==> config.mk <==
export PLATFORM = sky130hd
export DESIGN_NAME = modem_config_antenna_header_ctrl
export DESIGN_NICKNAME = d
export VERILOG_FILES = /design/src/hdl/modem_cfg_pkg.sv /design/src/hdl/length_counter.sv /design/src/hdl/modem_config_antenna_header_ctrl.sv
export VERILOG_INCLUDE_DIRS = /design/src /design/src/hdl
export SDC_FILE = /design/constraint.sdc
export NUM_CORES = 1
export LEC_CHECK = 0
export BUFFER_PORTS_ARGS = -buffer_cell sky130_fd_sc_hd__buf_2
export CAP_MARGIN = 10
export CORE_ASPECT_RATIO = 1.1
export CORE_MARGIN = 8
export CORE_UTILIZATION = 45
export DETAILED_ROUTE_END_ITERATION = 8
export PLACE_DENSITY = 0.75
export SETUP_SLACK_MARGIN = 0.3
export SYNTH_ARGS = -nofsm -noshare
export SYNTH_HDL_FRONTEND = slang
export SYNTH_HIERARCHICAL = 1
export SYNTH_SLANG_ARGS = --single-unit
==> constraint.sdc <==
create_clock -name clk_i -period 2.55 [get_ports clk_i]
set_input_delay 0.51 -clock clk_i [delete_from_list [all_inputs] [get_ports clk_i]]
set_output_delay 0.51 -clock clk_i [all_outputs]
set_load 0.005 [all_outputs]
==> src/hdl/modem_cfg_params.svh <==
// constants for the modem configuration A control block
// assumes a 32-bit classic wishbone bus with byte addresses
`ifndef MODEM_CFG_PARAMS_SVH
`define MODEM_CFG_PARAMS_SVH

`define MCA_OFFSET 32'h00000000
`define ANT_CTRL_OFFSET 32'h00000100
`define STATUS_OFFSET 32'h00000104
`define ADDR_MASK 32'hfffffffc

`define MCA_RESET 8'h00
`define ANT_CTRL_RESET 2'h0

`define CTRL_DUAL_BIT 0
`define CTRL_EXT_HDR_BIT 1

`define STAT_ANT_BIT 0
`define STAT_CNT_BIT 1
`define STAT_COUNT_LSB 16

`define LEN_W 16

`endif

==> src/hdl/modem_cfg_pkg.sv <==
// types shared by the modem configuration A control block
// assumes modem_cfg_params.svh is on the include path
package modem_cfg_pkg;

  typedef enum logic [1:0] {
    HDR_SFD_ONLY,
    HDR_SFD_CRC,
    HDR_LEN_CRC,
    HDR_FULL
  } hdr_mode_t;

  // field order is the register bit order, msb first
  typedef struct packed {
    logic ant_tx;
    logic ant_single;
    logic full_duplex;
    hdr_mode_t hdr_mode;
    logic sfd_timer;
    logic len_count;
    logic unused;
  } modem_config_a_t;

  typedef struct packed {
    logic header_dbpsk;
    logic payload_dbpsk_forced;
    logic payload_mod_free;
    logic crc16_en;
    logic length_en;
    logic full_header;
  } hdr_ctl_t;

  typedef enum logic [1:0] {
    REG_MCA,
    REG_ANT_CTRL,
    REG_STATUS,
    REG_NONE
  } reg_id_t;

  typedef enum logic {
    CNT_IDLE,
    CNT_RUN
  } cnt_state_t;

endpackage

==> src/hdl/length_counter.sv <==
// receive payload length counter with restart to acquisition
// assumes sfd_end_i and rx_data_bit_i are one-cycle pulses on clk_i
`timescale 1ns/1ps
`include "modem_cfg_params.svh"
module length_counter #(
  parameter int LEN_W = `LEN_W
)
(
  input wire logic clk_i,
  input wire logic rst_i,
  input wire logic enable_i,
  input wire logic sfd_end_i,
  input wire logic [LEN_W-1:0] rx_len_i,
  input wire logic rx_data_bit_i,
  output logic [LEN_W-1:0] remaining_o,
  output logic counting_o,
  output logic restart_o
);
  import modem_cfg_pkg::*;

  typedef struct packed {
    cnt_state_t state;
    logic [LEN_W-1:0] count;
    logic restart;
  } cnt_st_t;

  cnt_st_t st;
  cnt_st_t next_st;

  always_comb
  begin
    next_st = st;
    next_st.restart = 1'b0;
    if (sfd_end_i)
    begin
      if (rx_len_i == '0)
      begin
        next_st.restart = 1'b1;
        next_st.state = CNT_IDLE;
        next_st.count = '0;
      end
      else if (enable_i)
      begin
        next_st.state = CNT_RUN;
        next_st.count = rx_len_i;
      end
    end
    else
    begin
      case (st.state)
        CNT_IDLE:
        begin
          next_st.count = '0;
        end
        CNT_RUN:
        begin
          if (!enable_i)
          begin
            next_st.state = CNT_IDLE;
            next_st.count = '0;
          end
          else if (rx_data_bit_i)
          begin
            next_st.count = st.count - 1'b1;
            if (st.count == LEN_W'(1))
            begin
              next_st.state = CNT_IDLE;
              next_st.restart = 1'b1;
            end
          end
        end
        default:
        begin
          next_st.state = CNT_IDLE;
        end
      endcase
    end
  end

  always_ff @(posedge clk_i)
  begin
    if (rst_i)
      st <= '0;
    else
      st <= next_st;
  end

  assign remaining_o = st.count;
  assign counting_o = (st.state == CNT_RUN);
  assign restart_o = st.restart;
endmodule // length_counter

==> src/hdl/modem_config_antenna_header_ctrl.sv <==
// modem configuration A register, antenna select, header mode and length count
// assumes a classic wishbone master on clk_i and a receiver supplying sfd and length
// Functional notes
// - bit 7 picks the transmit antenna, one meaning antenna A.
// - single antenna drives the antenna output from bit 6; dual ignores it.
// - full duplex with dual antennas uses bit 7 while transmitting, else the receiver's antenna.
// - half duplex with dual antennas always follows the receiver's chosen antenna.
// - header mode 0 sfd only, 1 crc, 2 length and crc, 3 full.
// - preamble and header always dbpsk; mode 0 payload dbpsk too.
// - modes 1 to 3 let payload modulation be chosen freely.
// - header mode is ignored when the header is generated externally.
// - length count bit with mode 2 or 3 counts received data bits.
// - completed length count returns the receiver to acquisition.
// - zero length field restarts the receiver at sfd end, always.
// - registers sit on word addresses, the two low address bits unused.
`timescale 1ns/1ps
`include "modem_cfg_params.svh"
module modem_config_antenna_header_ctrl #(
  parameter int LEN_W = `LEN_W
)
(
  input wire logic clk_i,
  input wire logic rst_i,
  input wire logic [31:0] wb_adr_i,
  input wire logic [31:0] wb_dat_i,
  input wire logic [3:0] wb_sel_i,
  input wire logic wb_we_i,
  input wire logic wb_cyc_i,
  input wire logic wb_stb_i,
  output logic [31:0] wb_dat_o,
  output logic wb_ack_o,
  input wire logic transmit_path_enable_i,
  input wire logic rx_antenna_choice_i,
  input wire logic sfd_end_i,
  input wire logic [LEN_W-1:0] rx_len_i,
  input wire logic rx_data_bit_i,
  output logic antenna_select_out_o,
  output modem_cfg_pkg::hdr_mode_t header_mode_o,
  output modem_cfg_pkg::hdr_ctl_t hdr_ctl_o,
  output logic rx_restart_o
);
  import modem_cfg_pkg::*;

  typedef struct packed {
    modem_config_a_t cfg;
    logic dual_ant;
    logic ext_hdr;
    logic ack;
    logic [31:0] rdata;
    logic transmit_path_enable_meta;
    logic transmit_path_enable_sync;
    logic ant;
    hdr_mode_t mode;
    hdr_ctl_t ctl;
  } ctrl_st_t;

  ctrl_st_t st;
  ctrl_st_t next_st;
  logic cnt_enable;
  logic [LEN_W-1:0] remaining;
  logic counting;
  logic bus_req;
  reg_id_t rd_id;
  reg_id_t wr_id;
  localparam logic [1:0] ANT_CTRL_INIT = `ANT_CTRL_RESET;

  // word decode, low two address bits never looked at
  function automatic reg_id_t reg_sel(input logic [31:0] adr);
    logic [31:0] word;
    word = adr & `ADDR_MASK;
    if (word == `MCA_OFFSET)
      reg_sel = REG_MCA;
    else if (word == `ANT_CTRL_OFFSET)
      reg_sel = REG_ANT_CTRL;
    else if (word == `STATUS_OFFSET)
      reg_sel = REG_STATUS;
    else
      reg_sel = REG_NONE;
  endfunction

  assign bus_req = wb_cyc_i && wb_stb_i;
  assign rd_id = reg_sel(wb_adr_i);
  assign wr_id = reg_sel(wb_adr_i);

  always_comb
  begin
    next_st = st;
    next_st.transmit_path_enable_meta = transmit_path_enable_i;
    next_st.transmit_path_enable_sync = st.transmit_path_enable_meta;
    next_st.ack = bus_req && !st.ack;

    // read data is captured when the request is first seen and stands with ack
    if (bus_req && !st.ack)
    begin
      next_st.rdata = '0;
      if (rd_id == REG_MCA)
        next_st.rdata[7:0] = st.cfg;
      else if (rd_id == REG_ANT_CTRL)
      begin
        next_st.rdata[`CTRL_DUAL_BIT] = st.dual_ant;
        next_st.rdata[`CTRL_EXT_HDR_BIT] = st.ext_hdr;
      end
      else if (rd_id == REG_STATUS)
      begin
        next_st.rdata[`STAT_ANT_BIT] = st.ant;
        next_st.rdata[`STAT_CNT_BIT] = counting;
        next_st.rdata[`STAT_COUNT_LSB +: LEN_W] = remaining;
      end
    end

    // writes take effect on the edge that carries ack
    if (bus_req && wb_we_i && st.ack && wb_sel_i[0])
    begin
      if (wr_id == REG_MCA)
      begin
        next_st.cfg = modem_config_a_t'(wb_dat_i[7:0]);
        next_st.cfg.unused = 1'b0;
      end
      else if (wr_id == REG_ANT_CTRL)
      begin
        next_st.dual_ant = wb_dat_i[`CTRL_DUAL_BIT];
        next_st.ext_hdr = wb_dat_i[`CTRL_EXT_HDR_BIT];
      end
    end

    // antenna select
    if (!st.dual_ant)
      next_st.ant = st.cfg.ant_single;
    else if (st.cfg.full_duplex && st.transmit_path_enable_sync)
      next_st.ant = st.cfg.ant_tx;
    else
      next_st.ant = rx_antenna_choice_i;

    // header generation controls
    next_st.mode = st.cfg.hdr_mode;
    next_st.ctl = '0;
    next_st.ctl.header_dbpsk = 1'b1;
    if (st.ext_hdr)
      next_st.ctl.payload_mod_free = 1'b1;
    else
    begin
      case (st.cfg.hdr_mode)
        HDR_SFD_ONLY:
        begin
          next_st.ctl.payload_dbpsk_forced = 1'b1;
        end
        HDR_SFD_CRC:
        begin
          next_st.ctl.payload_mod_free = 1'b1;
          next_st.ctl.crc16_en = 1'b1;
        end
        HDR_LEN_CRC:
        begin
          next_st.ctl.payload_mod_free = 1'b1;
          next_st.ctl.crc16_en = 1'b1;
          next_st.ctl.length_en = 1'b1;
        end
        HDR_FULL:
        begin
          next_st.ctl.payload_mod_free = 1'b1;
          next_st.ctl.crc16_en = 1'b1;
          next_st.ctl.length_en = 1'b1;
          next_st.ctl.full_header = 1'b1;
        end
        default:
        begin
          next_st.ctl.payload_dbpsk_forced = 1'b1;
        end
      endcase
    end
  end

  always_ff @(posedge clk_i)
  begin
    if (rst_i)
    begin
      st <= '0;
      st.cfg <= modem_config_a_t'(`MCA_RESET);
      st.dual_ant <= ANT_CTRL_INIT[`CTRL_DUAL_BIT];
      st.ext_hdr <= ANT_CTRL_INIT[`CTRL_EXT_HDR_BIT];
    end
    else
      st <= next_st;
  end

  // length counting only with an internal header carrying a length field
  assign cnt_enable = st.cfg.len_count && !st.ext_hdr
    && (st.cfg.hdr_mode == HDR_LEN_CRC || st.cfg.hdr_mode == HDR_FULL);

  length_counter #(
    .LEN_W(LEN_W)
  ) u_len (
    .clk_i(clk_i),
    .rst_i(rst_i),
    .enable_i(cnt_enable),
    .sfd_end_i(sfd_end_i),
    .rx_len_i(rx_len_i),
    .rx_data_bit_i(rx_data_bit_i),
    .remaining_o(remaining),
    .counting_o(counting),
    .restart_o(rx_restart_o)
  );

  assign wb_dat_o = st.rdata;
  assign wb_ack_o = st.ack;
  assign antenna_select_out_o = st.ant;
  assign header_mode_o = st.mode;
  assign hdr_ctl_o = st.ctl;
endmodule // modem_config_antenna_header_ctrl

==> impl_metrics.ini <==
[floorplan]
io_pins = 136
dieHeight_um = 107
die_w_um = 98.4
initial_core_util = 0.458
dieArea_mm2 = 0.0105
core_mm2 = 0.00735
rows = 33

[logic_synthesis]
ys_ff_latch = 63
synth_edf_count = 0
synthCells = 362
synthFlopType = dfxtp_1
synth-adder-area-share = 0.00744
synth.lib_cells_used.distinct = 57
synth_mux_area_frac = 0.0219
synth_area_leaders = dfxtp_1 (37%), buf_4 (9.1%), a22o_1 (4.7%)
seq_area_frac_synth = 0.375
yosys.area.top_type = dfxtp_1
syn_avg_cell_area_um2 = 9.29
synth_xor_xnor_area_share = 0.0104
synth-simple-area-share = 0.270
yosysTopAreaCellShare = 0.375
synth_area_mm2 = 0.00336
ys_async_sr_fraction = 0
synth_compound_area_frac = 0.189
yosys_warnings = 6
synth_top_family_by_area = simple AND/OR/NAND/NOR gates

[pwr]
leakage_nw = 1.68
ir_drop_uv = 442
p_per_area_mw_per_mm2 = 580

[clocking]
clk_latency_ns = 0.33
cts_sinks = 63
cts_resized = 0
clock_path_buffers = 2
cts_max_level = 3
root_buffer = clkbuf_8
numCtsBuffers = 9
cts_tree = yes
cts_hold_buf = 0
path_clk_slew_ns = 0.07
postCtsSetupRepairBufs = 0

[timing]
fmax_mhz = 482
slew_violations = 0
setup_viol = 0
max_slew.worst_pin.slew_ns = 1.17
rsz0062_at_grt = no
relSlewSlack = 0.216
finalSetupTns_ns = 0
fin_skew_ns = 0.00788
final_hold_viol_count = 0
period_needed_ns = 2.07
post-route-period-util = 0.814

[setup_path]
endpoint_kind = register
r2r-end = u_len/remaining_o[15]
slowest_delay_ns = 0.50
critical-path-slowest-cell = and4b_1
r2r_setup_slack_ns = 0.48
startpoint_type = register
crit_end = u_len/remaining_o[15]
path_max_fanout = 8
reg2reg_depth = 6
r2r_start = next_st[7]
path_class = register to register
critPathMostFrequentCell = a211oi_1
cp-startpoint = next_st[7]
required_ns = 2.79
crit_arrival_ns = 2.32
cp_cell_sequence = and3b_1 -> and4b_1 -> buf_4 -> o211a_1 -> a211oi_1 -> a211oi_1

[drt]
drt-wirelength-per-cell_um = 16.2
routed_wl_mm = 8.46
via_count = 2868
drt_pre_antenna_iters = 4
drtIter0Drc = 179
ant_nets = 0
drc = 0
viasPerCell = 5.50

[placed_design]
dpl.hpwl_mm = 6.47
placedCellCount = 505
place_area_mm2 = 0.00365
io_buffers = 98
gp_congestion = 0.883

[global_route]
grt_max_degree = 33
grt_first_pass_wirelength_mm = 13.4
antenna_found_initial = 0
gr-total-overflow = 0
gr-usage-all-layers = 0.156
grt_pass1_vias = 2753

[cells_and_area]
diodes = 0
final_nets = 524
design_area_mm2 = 0.00388
drive_above_1_share = 0.346
area_growth_pct = 15.3
layoutNonFillerInstCount = 521

[job]
max_cap_violations = 0

[worst_hold_path]
hold_path_class = primary input to register

[status]
outcome = finished clean
## area by class of cell
class                   count  area, um^2
clock buffers              10         138
clock inverters             6        91.3
fillers                   695        3470
inverters                   4        15.0
multi-input cells         244        1710
flip-flops and latches     63        1260
well taps                  87         109
repair buffers            107         558
## registers in the layout, indices dropped and copies added (netlist names)
| name | cells |
|---|---|
| antenna_select_out_o | 1 |
| hdr_ctl_o | 6 |
| header_mode_o | 2 |
| next_st | 3 |
| st | 8 |
| u_len/counting_o | 1 |
| u_len/remaining_o | 16 |
| u_len/restart_o | 1 |
| wb_ack_o | 1 |
| wb_dat_o | 24 |
## per-stage QoR
stage / util / total power [W] / hold WS, ns / setup slack, ns
finish: 0.528 / 0.00225 / 0.388 / 0.475
global route: 0.528 / 0.00234 / 0.375 / 0.389
CTS: 0.528 / 0.00227 / 0.372 / 0.505
detailed placement: 0.497 / 0.00129 / 0.430 / 0.158
global placement: 0.497 / 0.00128 / 0.420 / 0.180
floorplan: - / 0.00119 / 0.414 / 0.402
## layout by cell type, fill, tap and decap left out, drive strengths merged, types with 6 or more instances in the layout
cell type    n
and3         8
conb         8
nand4       13
clkbuf      10
a22o        19
nand2       27
a211oi       6
nor4        12
nor3        15
a21oi       25
nand3       12
dfxtp       63
nor2b        6
buf        107
nor2        25
o21ai       11
## synthesized netlist by cell type (2+ instances only)
| master | instances |
|---|---|
| dfxtp_1 | 63 |
| buf_4 | 41 |
| nand2_1 | 27 |
| a21oi_1 | 25 |
| nor2_1 | 25 |
| a22o_1 | 18 |
| nand3_1 | 12 |
| nand4_1 | 11 |
| nor3_1 | 11 |
| clkbuf_1 | 9 |
| and3_1 | 8 |
| o21ai_0 | 8 |
| nor4_4 | 7 |
| a211oi_1 | 6 |
| nor2b_1 | 6 |
| nor4_1 | 5 |
| o31ai_1 | 5 |
| inv_1 | 4 |
| mux2i_1 | 4 |
| nor3_2 | 4 |
| a221oi_2 | 3 |
| buf_2 | 3 |
| buf_6 | 3 |
| mux2_2 | 3 |
| or3_1 | 3 |
| or4_1 | 3 |
| xnor2_1 | 3 |
| a21o_1 | 2 |
| a221oi_1 | 2 |
| a31oi_1 | 2 |
| a32o_1 | 2 |
| and2_1 | 2 |
| and3b_1 | 2 |
| and4_1 | 2 |
| and4b_1 | 2 |
| ha_1 | 2 |
| nand4_4 | 2 |
| o21ai_1 | 2 |
| or4_4 | 2 |
## how the worst min path moves through the flow
stage	from	end	slack [ns]	cells after the start
after detailed placement	next_st[9]	st[9]	0.43	1
after floorplan	next_st[9]	st[9]	0.41	1
final	transmit_path_enable_i	next_st[9]	0.39	2
after global placement	next_st[9]	st[9]	0.42	1
after CTS	transmit_path_enable_i	next_st[9]	0.37	2
after global routing	transmit_path_enable_i	next_st[9]	0.37	2
## routing by layer
| layer | up-vias | global-route usage | wire length, um |
|---|---|---|---|
| met4 | 0 | 0.0527 | 82 |
| met5 | - | 0 | 0 |
| met1 | 1349 | 0.195 | 3850 |
| met3 | 4 | 0.0408 | 450 |
| li1 | 1433 | - | - |
| met2 | 82 | 0.254 | 4080 |
## critical path, delay by kind of cell (launching register included)
family	cells	cell delay [ns]
flip-flops	1	0.42
AO/OA/AOI/OAI	3	0.45
AND/OR/NAND/NOR	2	0.88
buffers and inverters	1	0.24
## report_power, final
group | total (W) | switching, W | internal, W
Clock | 0.000980 | 0.000400 | 0.000580
Combinational | 0.000248 | 0.000146 | 0.000102
Sequential | 0.00102 | 0.0000214 | 0.00100
Total | 0.00225 | 0.000568 | 0.00168
## cells by family after synthesis
family | after synthesis
AND/OR/NAND/NOR | 139
AO/OA/AOI/OAI | 84
flip-flops | 63
buffers and inverters | 62
adder cells (fa/ha/maj) | 2
other | 1
XOR/XNOR | 4
multiplexers | 7
Power figures use the tool's default switching activity.
